--- src/core/ssc_consts.vh ---
// Purpose: Constants for the synchronous serial clock and FIFO front end
// Assumes: APB with 32-bit data, one aligned word per register
// Notes:   Offsets are byte addresses
`ifndef SSC_CONSTS_VH
`define SSC_CONSTS_VH

// ****************************************
// Register offsets
// ****************************************
`define SSC_OFF_CTRL0     12'h000
`define SSC_OFF_CTRL1     12'h004
`define SSC_OFF_DATA      12'h008
`define SSC_OFF_STATUS    12'h00c
`define SSC_OFF_PRESCALE  12'h010
`define SSC_OFF_IDENT     12'h014

// ****************************************
// Field positions
// ****************************************
`define SSC_CR0_DSS_LSB   0
`define SSC_CR0_DSS_MSB   3
`define SSC_CR0_SCR_LSB   8
`define SSC_CR0_SCR_MSB   15
`define SSC_CR1_LBM       0
`define SSC_CR1_ENABLE    1
`define SSC_CR1_SLAVE     2

// ****************************************
// Reset values and limits
// ****************************************
`define SSC_CR0_RESET     16'h0000
`define SSC_CR1_RESET     3'h0
`define SSC_CPS_RESET     8'h02
`define SSC_CPS_MIN       8'h02
`define SSC_DSS_MIN       4'h3
`define SSC_IDENT_VALUE   32'h00005a5a // Arbitrary value
`define SSC_SYSCLK_MHZ    50
`define SSC_SLAVE_RATIO   12

`endif

--- src/core/ssc_fifo.v ---
// Purpose: Flip-flop FIFO with valid/ready on both sides
// Assumes: Single clock, asynchronous active-low reset
// Notes:   A push while full is ignored; caller must honour full
module ssc_fifo #(
  parameter WIDTH = 16,
  parameter DEPTH = 8,
  parameter AW    = 3
) (
  input  wire             pclk,
  input  wire             presetn,
  input  wire             in_valid,
  output wire             in_ready,
  input  wire [WIDTH-1:0] in_data,
  output wire             out_valid,
  input  wire             out_ready,
  output wire [WIDTH-1:0] out_data,
  output wire [AW:0]      level
);
  reg [WIDTH-1:0] mem [0:DEPTH-1];
  reg [AW-1:0]    wr_ptr;
  reg [AW-1:0]    rd_ptr;
  reg [AW:0]      count;
  wire            push;
  wire            pop;
  integer         i;

  assign in_ready  = (count != DEPTH[AW:0]);
  assign out_valid = (count != {(AW+1){1'b0}});
  assign out_data  = mem[rd_ptr];
  assign level     = count;
  assign push      = in_valid & in_ready;
  assign pop       = out_valid & out_ready;

  always @(posedge pclk or negedge presetn) begin
    if (!presetn) begin
      wr_ptr <= {AW{1'b0}};
      rd_ptr <= {AW{1'b0}};
      count  <= {(AW+1){1'b0}};
      for (i = 0; i < DEPTH; i = i + 1) begin
        mem[i] <= {WIDTH{1'b0}};
      end
    end else begin
      if (push) begin
        mem[wr_ptr] <= in_data;
        wr_ptr      <= (wr_ptr == DEPTH[AW-1:0] - 1'b1) ? {AW{1'b0}} : wr_ptr + 1'b1;
      end
      if (pop) begin
        rd_ptr <= (rd_ptr == DEPTH[AW-1:0] - 1'b1) ? {AW{1'b0}} : rd_ptr + 1'b1;
      end
      if (push && !pop) begin
        count <= count + 1'b1;
      end else if (pop && !push) begin
        count <= count - 1'b1;
      end
    end
  end
endmodule // ssc_fifo

--- src/core/ssc_sync.v ---
// Purpose: Two flip-flop synchroniser for pin inputs
// Assumes: Input is asynchronous to pclk
// Notes:   First stage is read only by the second
module ssc_sync #(
  parameter RESET_VAL = 1'b0
) (
  input  wire pclk,
  input  wire presetn,
  input  wire d,
  output reg  q
);
  reg meta;

  always @(posedge pclk or negedge presetn) begin
    if (!presetn) begin
      meta <= RESET_VAL;
      q    <= RESET_VAL;
    end else begin
      meta <= d;
      q    <= meta;
    end
  end
endmodule // ssc_sync

--- src/core/ssc_top.v ---
// Purpose: Serial port front end: bit clock divider, FIFOs, shifter, APB slave
// Assumes: pclk is the system clock; pins pass two flip-flops
// Notes:   Mode 0 style framing (idle clock low, sample on rising edge)
//          Slave frames follow the synchronised select and bit clock pins
//          Drive enables are low while a pin is driven
// Contract
// - Port works as master or as slave, chosen by a control bit.
// - Transmit FIFO is 16 bits wide and 8 entries deep.
// - Receive FIFO is separate, 16 bits wide and 8 entries deep.
// - Frame length is programmable from 4 to 16 bits.
// - Loopback mode returns transmitted data into the receive path.
// - First divider stage divides by an even prescale from 2 to 254.
// - Second stage divides by one plus serial clock rate, 1 to 256.
// - Bit clock equals system clock over prescale times one plus rate.
// - Data register write pushes the word into the transmit FIFO.
// - Data register read pops the oldest word from the receive FIFO.
// - Transmit FIFO words are serialised on the transmit line.
// - Received bits gather in a shifter, then load whole into receive FIFO.
// - Divider chain runs from the 50 MHz system clock.
// - Frames are shifted most significant bit first.
// - Bit clock idles inactive, toggles only during a transfer.
`include "ssc_consts.vh"
module ssc_top #(
  parameter DATA_W = 16,
  parameter DEPTH  = 8,
  parameter AW     = 3
) (
  input  wire        pclk,
  input  wire        presetn,
  input  wire        psel,
  input  wire        penable,
  input  wire        pwrite,
  input  wire [11:0] paddr,
  input  wire [31:0] pwdata,
  output reg  [31:0] prdata,
  output wire        pready,
  output wire        pslverr,
  output reg         serial_bit_clock_out,
  output reg         serial_bit_clock_oen_n,
  input  wire        serial_bit_clock_in,
  output reg         frame_sel_out_n,
  output reg         frame_sel_oen_n,
  input  wire        frame_sel_in_n,
  output reg         serial_tx_line,
  output reg         serial_tx_oen_n,
  input  wire        serial_rx_line
);
  localparam ST_IDLE  = 3'b001;
  localparam ST_SHIFT = 3'b010;
  localparam ST_DONE  = 3'b100;

  // ****************************************
  // Registers and APB decode
  // ****************************************
  reg  [15:0]       ctrl0;
  reg  [2:0]        ctrl1;
  reg  [7:0]        prescale_divisor;
  wire [3:0]        frame_bits_m1  = ctrl0[`SSC_CR0_DSS_MSB:`SSC_CR0_DSS_LSB];
  wire [7:0]        serial_clock_rate = ctrl0[`SSC_CR0_SCR_MSB:`SSC_CR0_SCR_LSB];
  wire              loopback  = ctrl1[`SSC_CR1_LBM];
  wire              enable    = ctrl1[`SSC_CR1_ENABLE];
  wire              slave     = ctrl1[`SSC_CR1_SLAVE];
  wire              access    = psel & penable;
  wire              wr_access = access & pwrite;
  wire              rd_access = access & ~pwrite;
  wire              hit_data  = (paddr == `SSC_OFF_DATA);
  reg               addr_ok;
  wire              tx_in_ready;
  wire              rx_out_valid;
  wire [DATA_W-1:0] rx_out_data;
  wire [AW:0]       tx_level;
  wire [AW:0]       rx_level;
  wire              tx_out_valid;
  wire [DATA_W-1:0] tx_out_data;
  reg               tx_pop;
  reg               rx_push;
  reg  [DATA_W-1:0] rx_word;
  wire              rx_in_ready;
  reg               busy;

  // Zero wait states; unmapped offsets answer with an error
  assign pready  = 1'b1;
  assign pslverr = access & ~addr_ok;

  // Six word registers, anything else is unmapped
  always @* begin
    case (paddr)
      `SSC_OFF_CTRL0, `SSC_OFF_CTRL1, `SSC_OFF_DATA, `SSC_OFF_STATUS,
      `SSC_OFF_PRESCALE, `SSC_OFF_IDENT: addr_ok = 1'b1;
      default:                            addr_ok = 1'b0;
    endcase
  end

  always @(posedge pclk or negedge presetn) begin
    if (!presetn) begin
      ctrl0            <= `SSC_CR0_RESET;
      ctrl1            <= `SSC_CR1_RESET;
      prescale_divisor <= `SSC_CPS_RESET;
    end else if (wr_access) begin
      case (paddr)
        `SSC_OFF_CTRL0: begin
          ctrl0 <= pwdata[15:0];
          // Frame sizes below four bits become four
          if (pwdata[3:0] < `SSC_DSS_MIN) begin
            ctrl0[3:0] <= `SSC_DSS_MIN;
          end
        end
        `SSC_OFF_CTRL1: ctrl1 <= pwdata[2:0];
        `SSC_OFF_PRESCALE: begin
          // Bit 0 forced low, zero clamped to two
          prescale_divisor <= (pwdata[7:1] == 7'h00) ? `SSC_CPS_MIN
                                                     : {pwdata[7:1], 1'b0};
        end
        default: ;
      endcase
    end
  end

  // ****************************************
  // Status word
  // ****************************************
  wire        tx_empty    = (tx_level == {(AW+1){1'b0}});
  wire [31:0] status_word = {20'h00000, rx_level, tx_level, busy, rx_out_valid,
                             tx_in_ready, tx_empty};

  always @(posedge pclk or negedge presetn) begin
    if (!presetn) begin
      prdata <= 32'h00000000;
    end else if (psel && !penable && !pwrite) begin
      case (paddr)
        `SSC_OFF_CTRL0:    prdata <= {16'h0000, ctrl0};
        `SSC_OFF_CTRL1:    prdata <= {29'h00000000, ctrl1};
        // Empty data read keeps the last value
        `SSC_OFF_DATA:     prdata <= rx_out_valid ? {16'h0000, rx_out_data}
                                                  : prdata;
        `SSC_OFF_STATUS:   prdata <= status_word;
        `SSC_OFF_PRESCALE: prdata <= {24'h000000, prescale_divisor};
        `SSC_OFF_IDENT:    prdata <= `SSC_IDENT_VALUE; // Arbitrary value
        default:           prdata <= 32'h00000000;
      endcase
    end
  end

  // ****************************************
  // Data read bookkeeping
  // ****************************************
  // Pop only a word that was latched in the setup cycle
  reg rd_took;

  always @(posedge pclk or negedge presetn) begin
    if (!presetn) begin
      rd_took <= 1'b0;
    end else if (psel && !penable) begin
      rd_took <= ~pwrite & hit_data & rx_out_valid;
    end
  end

  // ****************************************
  // FIFOs
  // ****************************************
  ssc_fifo #(
    .WIDTH (DATA_W),
    .DEPTH (DEPTH),
    .AW    (AW)
  ) u_tx_fifo (
    .pclk      (pclk),
    .presetn   (presetn),
    .in_valid  (wr_access & hit_data),
    .in_ready  (tx_in_ready),
    .in_data   (pwdata[DATA_W-1:0]),
    .out_valid (tx_out_valid),
    .out_ready (tx_pop),
    .out_data  (tx_out_data),
    .level     (tx_level)
  );

  ssc_fifo #(
    .WIDTH (DATA_W),
    .DEPTH (DEPTH),
    .AW    (AW)
  ) u_rx_fifo (
    .pclk      (pclk),
    .presetn   (presetn),
    .in_valid  (rx_push),
    .in_ready  (rx_in_ready),
    .in_data   (rx_word),
    .out_valid (rx_out_valid),
    .out_ready (rd_access & hit_data & rd_took),
    .out_data  (rx_out_data),
    .level     (rx_level)
  );

  // ****************************************
  // Pin synchronisers
  // ****************************************
  wire sck_in_s;
  wire fss_in_s_n;
  wire rx_in_s;
  reg  sck_prev;

  ssc_sync #(.RESET_VAL(1'b0)) u_sync_sck (
    .pclk    (pclk),
    .presetn (presetn),
    .d       (serial_bit_clock_in),
    .q       (sck_in_s)
  );
  ssc_sync #(.RESET_VAL(1'b1)) u_sync_fss (
    .pclk    (pclk),
    .presetn (presetn),
    .d       (frame_sel_in_n),
    .q       (fss_in_s_n)
  );
  ssc_sync #(.RESET_VAL(1'b0)) u_sync_rx (
    .pclk    (pclk),
    .presetn (presetn),
    .d       (serial_rx_line),
    .q       (rx_in_s)
  );

  // ****************************************
  // Two-stage bit clock divider
  // ****************************************
  // Counters rest at zero while idle, so a frame opens on a full half period
  reg  [7:0] pre_cnt;
  reg  [7:0] rate_cnt;
  wire       pre_tick  = (pre_cnt == prescale_divisor[7:1] - 8'h01);
  wire       half_tick = pre_tick & (rate_cnt == serial_clock_rate);

  always @(posedge pclk or negedge presetn) begin
    if (!presetn) begin
      pre_cnt  <= 8'h00;
      rate_cnt <= 8'h00;
    end else if (!busy || slave) begin
      pre_cnt  <= 8'h00;
      rate_cnt <= 8'h00;
    end else if (pre_tick) begin
      pre_cnt  <= 8'h00;
      rate_cnt <= (rate_cnt == serial_clock_rate) ? 8'h00 : rate_cnt + 8'h01;
    end else begin
      pre_cnt <= pre_cnt + 8'h01;
    end
  end

  // ****************************************
  // Shift engine
  // ****************************************
  // Slave edges come from the synchronised pin, master edges from the divider
  reg  [2:0]        state;
  reg  [DATA_W-1:0] tx_shift;
  reg  [DATA_W-1:0] rx_shift;
  reg  [4:0]        bit_cnt;
  wire              slave_sel = slave & ~fss_in_s_n;
  wire              rise_ev   = slave ? (sck_in_s & ~sck_prev)
                                      : (half_tick & ~serial_bit_clock_out);
  wire              fall_ev   = slave ? (~sck_in_s & sck_prev)
                                      : (half_tick & serial_bit_clock_out);
  wire              rx_bit    = loopback ? serial_tx_line : rx_in_s;
  wire [4:0]        last_bit  = {1'b0, frame_bits_m1};
  wire [DATA_W-1:0] tx_aligned = tx_out_data << (4'hf - frame_bits_m1);

  always @* begin
    busy = (state != ST_IDLE);
  end

  always @(posedge pclk or negedge presetn) begin
    if (!presetn) begin
      state                  <= ST_IDLE;
      tx_shift               <= {DATA_W{1'b0}};
      rx_shift               <= {DATA_W{1'b0}};
      bit_cnt                <= 5'h00;
      tx_pop                 <= 1'b0;
      rx_push                <= 1'b0;
      rx_word                <= {DATA_W{1'b0}};
      sck_prev               <= 1'b0;
      serial_bit_clock_out   <= 1'b0;
      serial_bit_clock_oen_n <= 1'b1;
      frame_sel_out_n        <= 1'b1;
      frame_sel_oen_n        <= 1'b1;
      serial_tx_line         <= 1'b0;
      serial_tx_oen_n        <= 1'b1;
    end else begin
      tx_pop                 <= 1'b0;
      rx_push                <= 1'b0;
      sck_prev               <= sck_in_s;
      // Drive enables follow the mode bits one cycle late
      serial_bit_clock_oen_n <= ~(enable & ~slave & ~loopback);
      frame_sel_oen_n        <= ~(enable & ~slave & ~loopback);
      serial_tx_oen_n        <= ~(enable & ~loopback & (~slave | slave_sel));
      case (state)
        ST_IDLE: begin
          serial_bit_clock_out <= 1'b0;
          frame_sel_out_n      <= 1'b1;
          // Slave may need to answer with zeros if nothing is queued
          if (enable && !tx_pop && rx_in_ready &&
              ((!slave && tx_out_valid) || slave_sel)) begin
            tx_pop          <= tx_out_valid;
            tx_shift        <= tx_out_valid ? tx_aligned : {DATA_W{1'b0}};
            serial_tx_line  <= tx_out_valid ? tx_aligned[DATA_W-1] : 1'b0;
            bit_cnt         <= 5'h00;
            frame_sel_out_n <= slave;
            state           <= ST_SHIFT;
          end
        end
        ST_SHIFT: begin
          if (!slave) begin
            if (half_tick) begin
              serial_bit_clock_out <= ~serial_bit_clock_out;
            end
          end
          if (rise_ev) begin
            rx_shift <= {rx_shift[DATA_W-2:0], rx_bit};
            if (bit_cnt == last_bit) begin
              state <= ST_DONE;
            end
          end
          if (fall_ev) begin
            tx_shift       <= {tx_shift[DATA_W-2:0], 1'b0};
            serial_tx_line <= tx_shift[DATA_W-2];
            bit_cnt        <= bit_cnt + 5'h01;
          end
          if (slave && fss_in_s_n) begin
            state <= ST_IDLE;
          end
        end
        ST_DONE: begin
          // Whole word loaded, upper bits masked to zero
          rx_word <= rx_shift & ~({DATA_W{1'b1}} << (last_bit + 5'h01));
          rx_push <= 1'b1;
          if (!slave && half_tick) begin
            serial_bit_clock_out <= 1'b0;
          end
          if (slave || !serial_bit_clock_out || half_tick) begin
            frame_sel_out_n <= 1'b1;
            state           <= ST_IDLE;
          end else begin
            rx_push <= 1'b0;
          end
        end
        default: state <= ST_IDLE;
      endcase
    end
  end
endmodule // ssc_top

--- config.mk ---
export PLATFORM = sky130hd
export DESIGN_NAME = ssc_top
export DESIGN_NICKNAME = d
export VERILOG_FILES = /design/src/core/ssc_fifo.v /design/src/core/ssc_sync.v /design/src/core/ssc_top.v
export VERILOG_INCLUDE_DIRS = /design/src /design/src/core
export SDC_FILE = /design/constraint.sdc
export NUM_CORES = 1
export LEC_CHECK = 0
export BUFFER_PORTS_ARGS = -buffer_cell sky130_fd_sc_hd__buf_2
export CAP_MARGIN = 20
export CORE_MARGIN = 3
export CORE_UTILIZATION = 62
export CTS_CLUSTER_SIZE = 30
export DETAILED_ROUTE_END_ITERATION = 12
export PLACE_DENSITY = 0.86
export SLEW_MARGIN = 20
export SYNTH_ARGS = -nofsm -noshare
export SYNTH_HDL_FRONTEND = slang
export SYNTH_HIERARCHICAL = 1
export SYNTH_SLANG_ARGS = --single-unit
export TNS_END_PERCENT = 30
--- constraint.sdc ---
create_clock -name pclk -period 3.9 [get_ports pclk]
set_input_delay 0.78 -clock pclk [delete_from_list [all_inputs] [get_ports pclk]]
set_output_delay 0.78 -clock pclk [all_outputs]
set_load 0.02 [all_outputs]
Yosys cells after proc, flatten, opt, wreduce, memory -nomap -nowiden
Cells that the tools add are included.
{ "op_classes": {"n_mux": 61, "order_cmp": 7, "n_eq_ne": 27, "bitwise": 40, "add_sub_neg": 14, "reduce_logical": 49, "n_shift": 2} }
{ "ops": {"columns": ["op", "count"], "rows": [
  ["bitwise mux 128 bit", 2],
  ["one-hot mux 32 bit (6 select lines)", 1],
  ["binary-select mux 16 bit (select 3 bit)", 2],
  ["demux 16 bit (select 3 bit)", 2],
  ["two-way mux 16 bit", 6],
  ["two-way mux 8 bit", 6],
  ["two-way mux 15 bit", 3],
  ["two-way mux 32 bit", 1],
  ["one-hot mux 15 bit (2 select lines)", 1],
  ["two-way mux 3 bit", 9],
  ["== test 12 x 4 -> 1 bit, second input constant", 2],
  ["== test 12 x 5 -> 1 bit, second input constant", 2],
  ["AND 1 bit", 23],
  ["two-way mux 4 bit", 5],
  ["adder 8 x 1 -> 8 bit, second input constant", 2],
  ["AND 16 bit", 1],
  ["== test 8 bit", 2],
  [">= comparator 4 bit, second input constant", 4],
  ["two-way mux 1 bit", 16],
  ["NOT 16 bit", 1],
  ["NOT 3 -> 4 bit", 4],
  ["<< shifter 16 x 4 -> 16 bit", 1],
  ["<< shifter 16 x 5 -> 16 bit, first input constant", 1],
  ["== test 3 bit, second input constant", 5],
  ["38 further kinds", 98]
]} }
{ "totals": {"elab_cells": 248, "inputBits": 52, "output_inout_bits": 40, "reg_bits": 421} }

Logic depth before layout (Yosys ltp)
{ "logic_depth": {"word_depth": 8, "mapped_depth": 12, "mapped_depth_nobuf": 12} }

Hierarchy
Netlist, hierarchy kept.
{ "by_module_without_submodules": {"columns": ["module", "n_inst", "seq_area_each_um2", "cells_each", "area_each_um2"], "rows": [
  ["ssc_top", 1, 3059.2, 711, 7140.6],
  ["ssc_fifo at u_rx_fifo", 1, 3453.3, 391, 6468.7],
  ["ssc_fifo at u_tx_fifo", 1, 3453.3, 392, 6454.9],
  ["ssc_sync at u_sync_rx ...", 2, 50.0, 2, 50.0],
  ["ssc_sync at u_sync_fss", 1, 52.6, 2, 52.6]
]} }

Worst setup path before layout
Ideal clock, no wire load.
{ "synth_timing": {"path_kind": "in2reg", "start": "input paddr[1]", "end": "register u_tx_fifo.count[3] (netlist: u_tx_fifo/level[3])", "t_arrival_ns": 3.395, "path_slack_ns": 0.374, "setup_ns": 0.131, "path_stages": 12, "required_time_ns": 3.769, "n_path_buf": 0, "cell_sequence": "nor4_1 nand3_1 or3_1 nor2_1 nand2_1 inv_1 ha_1 inv_1 ha_1 or4_1 o211ai_1 o211ai_1"} }
{ "synth_between": {"elab_chain_cells": 6, "elab_cells_between_ends": 8, "classes_between": "eq/ne: 1; mux: 1; bitwise: 2; reduce/logical: 4"} }
{ "synth_rtl": {"columns": ["element", "line", "source"], "rows": [
  ["start, declared", "ssc_top.v:33", "input wire [11:0] paddr,"],
  ["== test 12 x 4 -> 1 bit *", null, null],
  ["AND 1 bit *", "ssc_top.v:168", ".in_valid (wr_access & hit_data),"],
  ["AND 1 bit *", "ssc_fifo.v:31", "assign push = in_valid & in_ready;"],
  ["named net u_tx_fifo.push", "ssc_fifo.v:23", "wire push;"],
  ["zero test 1 bit", "ssc_fifo.v:52", "end else if (pop && !push) begin"],
  ["logical AND 1 bit", "ssc_fifo.v:52", null],
  ["nonzero test 2 bit (no line)", null, null],
  ["end signal, assigned", "ssc_fifo.v:38", "count <= {(AW+1){1'b0}};"],
  ["end signal, assigned", "ssc_fifo.v:51", "count <= count + 1'b1;"],
  ["end signal, assigned", "ssc_fifo.v:53", "count <= count - 1'b1;"],
  ["end, declared", "ssc_fifo.v:22", "reg [AW:0] count;"]
]} }
The timed path passes the listed nets; every way through them passes the cells marked *.
A chain may end at the register's enable or synchronous reset.

Worst setup path in the final report
{ "layout_timing": {"start": "register u_tx_fifo.rd_ptr[0]", "end": "register serial_tx_line"} }
{ "layout_between": {"elab_chain_cells": 8} }
{ "layout_rtl": {"columns": ["element", "line", "source"], "rows": [
  ["start, declared", "ssc_fifo.v:21", "reg [AW-1:0] rd_ptr;"],
  ["start signal, assigned", "ssc_fifo.v:37", "rd_ptr <= {AW{1'b0}};"],
  ["start signal, assigned", "ssc_fifo.v:48", "rd_ptr <= (rd_ptr == DEPTH[AW-1:0] - 1'b1) ? {AW{1'b0}} : rd_ptr + 1'b1;"],
  ["NOT 3 -> 4 bit (implied by the code)", "ssc_fifo.v:29", "assign out_data = mem[rd_ptr];"],
  ["binary-select mux 16 bit (select 3 bit)", "ssc_fifo.v:29", null],
  ["two-way mux 16 bit (implied by the code) (2 in series)", "ssc_fifo.v:29", null],
  ["named net tx_out_data[0]", "ssc_top.v:74", "wire [DATA_W-1:0] tx_out_data;"],
  ["<< shifter 16 x 4 -> 16 bit", "ssc_top.v:259", "wire [DATA_W-1:0] tx_aligned = tx_out_data << (4'hf - frame_bits_m1);"],
  ["two-way mux 1 bit", "ssc_top.v:298", "serial_tx_line <= tx_out_valid ? tx_aligned[DATA_W-1] : 1'b0;"],
  ["two-way mux 1 bit", "ssc_top.v:294", "if (enable && !tx_pop && rx_in_ready &&"],
  ["one-hot mux 1 bit (2 select lines)", "ssc_top.v:289", "case (state)"],
  ["end signal, assigned", "ssc_top.v:298", null],
  ["end signal, assigned", "ssc_top.v:318", "serial_tx_line <= tx_shift[DATA_W-2];"],
  ["end, declared", "ssc_top.v:44", "output reg serial_tx_line,"]
]} }
The timed path passes the listed nets, and every way through them passes these cells. The select of a mux whose other input is x is not followed.

==> impl_metrics.yaml <==
setup_path:
  critical_path_class: "flip-flop to flip-flop"
  max_stage_delay_ns: 0.64
  start_kind: "flip-flop"
  cp_top_family: "multiplexers"
  r2r_cells: 9
  required_ns: 4.33
  rrSetupSlack_ns: 0.47
  cp_num_buf_inv: 1
  path_cells: "buf_12 > mux4_2 > mux2_2 > mux2_2 > nor2_1 > a21oi_1 > mux4_2 > a22o_1 > mux2_1"
  cp_max_fo: 18
  crit_path_end: "serial_tx_line$_DFFE_PN0P_"
  rr_endpoint: "serial_tx_line$_DFFE_PN0P_"
  arrival_ns: 3.86
  timing.rr.start: "u_tx_fifo/rd_ptr[0]$_DFFE_PN0P_"
  critical_path_cell_count: 9
  cp_slowest_cell: "dfrtp_2"
  end_kind: "flip-flop"
  critPathLaunch: "u_tx_fifo/rd_ptr[0]$_DFFE_PN0P_"
drt:
  drtIter0Drc: 1169
  drt_pass1_iterations: 6
  ant_nets: 0
  drcViolationCount: 0
  wl_per_cell_um: 23.4
  wl_um: 47500
  routed_via_density: 6.44
  via_count: 13064
synth:
  synth_cell_type_count: 83
  yosysWarnings: 6
  postSynthCellCount: 1500
  netlist_area_um2: 20200
  synth-edff-count: 0
  yosysMostFrequentCell: "dfrtp_1"
  ys.flop_type: "dfrtp_1"
  yosysTopAreaCell: "dfrtp_1"
  synthTopCellsByArea: "dfrtp_1 49%, mux2_2 18%, mux4_2 7.9%"
  seq_area_frac_synth_pct: 50.0
  synth_commonest_cells: "397 x dfrtp_1, 324 x mux2_2, 76 x nand2_1"
  synth_top_area_share_pct: 49.1
  ys_ff_latch: 404
  avgSynthCellArea_um2: 13.5
  ys_async_sr_fraction_pct: 100
hold_path:
  hold_path.class: "primary input to async pin"
layout:
  area_growth_pct: 10.5
  finalNetCount: 1637
  drive_gt1_share_pct: 40.1
clocking:
  holdBufCountCts: 0
  htreeDepth: 2
  clk_pin_slew_ns: 0.06
  worst_skew_pair.late_latency_ns: 0.55
  cts_num_sinks: 404
  cts_tree: "built"
  post_cts.resized_instances: 0
  cts_root_buf: "clkbuf_16"
  numCtsBuffers: 42
  cts_buffer_depth: 3
  cts_setup_buffers: 0
global_route:
  grt.overflow.total: 0
  grt_max_degree: 107
  grt_pass1_vias: 13663
  grt_pass1_wl_um: 75700
  antenna_found_initial: 3
  grt_util_all_layers_pct: 27.1
pwr:
  power_density_nw_per_um2: 379
  p_leak_nw: 10.6
  peakVddDrop_mv: 0.306
run:
  max-cap-violations: 0
floorplan:
  initial_utilization_pct: 63.4
  core-area_um2: 31900
  die_y_um: 187
  fp-row-count: 65
  dieArea_um2: 34800
  die_w_um: 187
  pin_count: 92
sta:
  tns_ns: 0
  fin_crit_ns: 3.43
  setup_slack_ns: 0.472
  drv_slew: 0
  fmax_mhz: 292
  setup_viol: 0
  rsz0062_at_grt: "false"
  finClkSkew_ns: 0.0270
  worst_pin_slew_ns: 1.18
  period_share_pct: 87.9
  relSlewSlack_pct: 21.6
  hold_viol_final: 0
placed_design:
  pre_cts_slack_ns: 0.0927
  io_buffers: 58
  gp_congestion: 0.899
  hpwl_um: 31200
status:
  outcome: "completed"
[cell type report]
| class | count | area [µm²] |
|---|---|---|
| Sequential cell | 404 | 10100 |
| Clock inverter | 17 | 229 |
| Clock buffer | 57 | 1150 |
| Inverter | 23 | 86.3 |
| Tap cell | 435 | 544 |
| Multi-Input combinational cell | 985 | 9480 |
| Antenna cell | 1 | 2.50 |
| Fill cell | 2006 | 9550 |
| Timing Repair Buffer | 106 | 723 |
[cells in the final DEF (no fill, tap or decap), types with 23 or more instances in the layout]
cell type and n:
dfrtp_1 395, nor2_1 56, mux2_4 30, clkbuf_16 42, buf_4 43, buf_2 57
xnor2_1 23, o21ai_0 60, mux2_2 324, nand2_1 76, mux4_2 71, nand3_1 26
mux2i_1 27, a21oi_1 25
[flip-flops by register name, summed over array words and instances (netlist names), 3 cells and up]
signal            count
u_tx_fifo/rd_ptr      3
bit_cnt               5
pre_cnt               8
prdata               16
rate_cnt              8
u_tx_fifo/wr_ptr      3
prescale_divisor      7
state                 3
ctrl1                 3
tx_shift             15
u_rx_fifo/level       4
u_rx_fifo/wr_ptr      3
rx_word              16
ctrl0                16
u_tx_fifo/mem       128
rx_shift             16
u_tx_fifo/level       4
u_rx_fifo/rd_ptr      3
u_rx_fifo/mem       128
[metrics by stage]
step,hold slack (ns),util [%],area [µm²],total power (W),instances
global route,0.323,70.0,22300,0.00872,2027
CTS,0.316,70.0,22300,0.00852,2027
global placement,0.335,65.7,21000,0.00451,1953
floorplan,0.331,-,20300,0.00437,1515
detailed placement,0.349,65.7,21000,0.00452,1953
finish,0.285,70.1,22300,0.00846,2028
[layer usage]
| metal | part of all wire (%) | GRT usage (%) | vias to the layer above |
|---|---|---|---|
| met4 | 3.4 | 9.33 | 4 |
| met1 | 42 | 37.0 | 6689 |
| li1 | - | - | 5664 |
| met2 | 48 | 44.5 | 573 |
| met3 | 7.0 | 5.02 | 134 |
| met5 | 0.055 | 0 | - |
[power by group]
part | leakage, nW | internal (W) | switching, W
clock network | 0.681 | 0.00235 | 0.00166
registers | 5.58 | 0.00420 | 0.0000106
logic | 4.31 | 0.0000561 | 0.000181
[cells by family (layout without fill, tap and decap cells)]
group	after synthesis	after routing	synth area share, %
muxes	460	460	30.0
DFF	404	404	50.0
and+or+nand+nor	281	281	7.78
AOI/OAI and AO/OA	175	175	6.04
buffers and inverters	126	203	3.37
xor gates and xnor gates	29	29	1.26
adders and majority gates	23	23	1.50
other	2	18	0.0371
[worst min path at each step]
stage | cells after the start | to | slack [ns]
final | 1 | u_tx_fifo/mem[25]$_DFFE_PN0P_ | 0.28
after global routing | 1 | u_sync_rx/meta$_DFF_PN0_ | 0.32
after CTS | 1 | u_tx_fifo/mem[9]$_DFFE_PN0P_ | 0.32
after detailed placement | 0 | u_sync_fss/q$_DFF_PN1_ | 0.35
after global placement | 0 | u_sync_sck/q$_DFF_PN0_ | 0.34
after floorplan | 0 | u_sync_rx/q$_DFF_PN0_ | 0.33
Note: power is estimated with default switching activity, not from simulation.
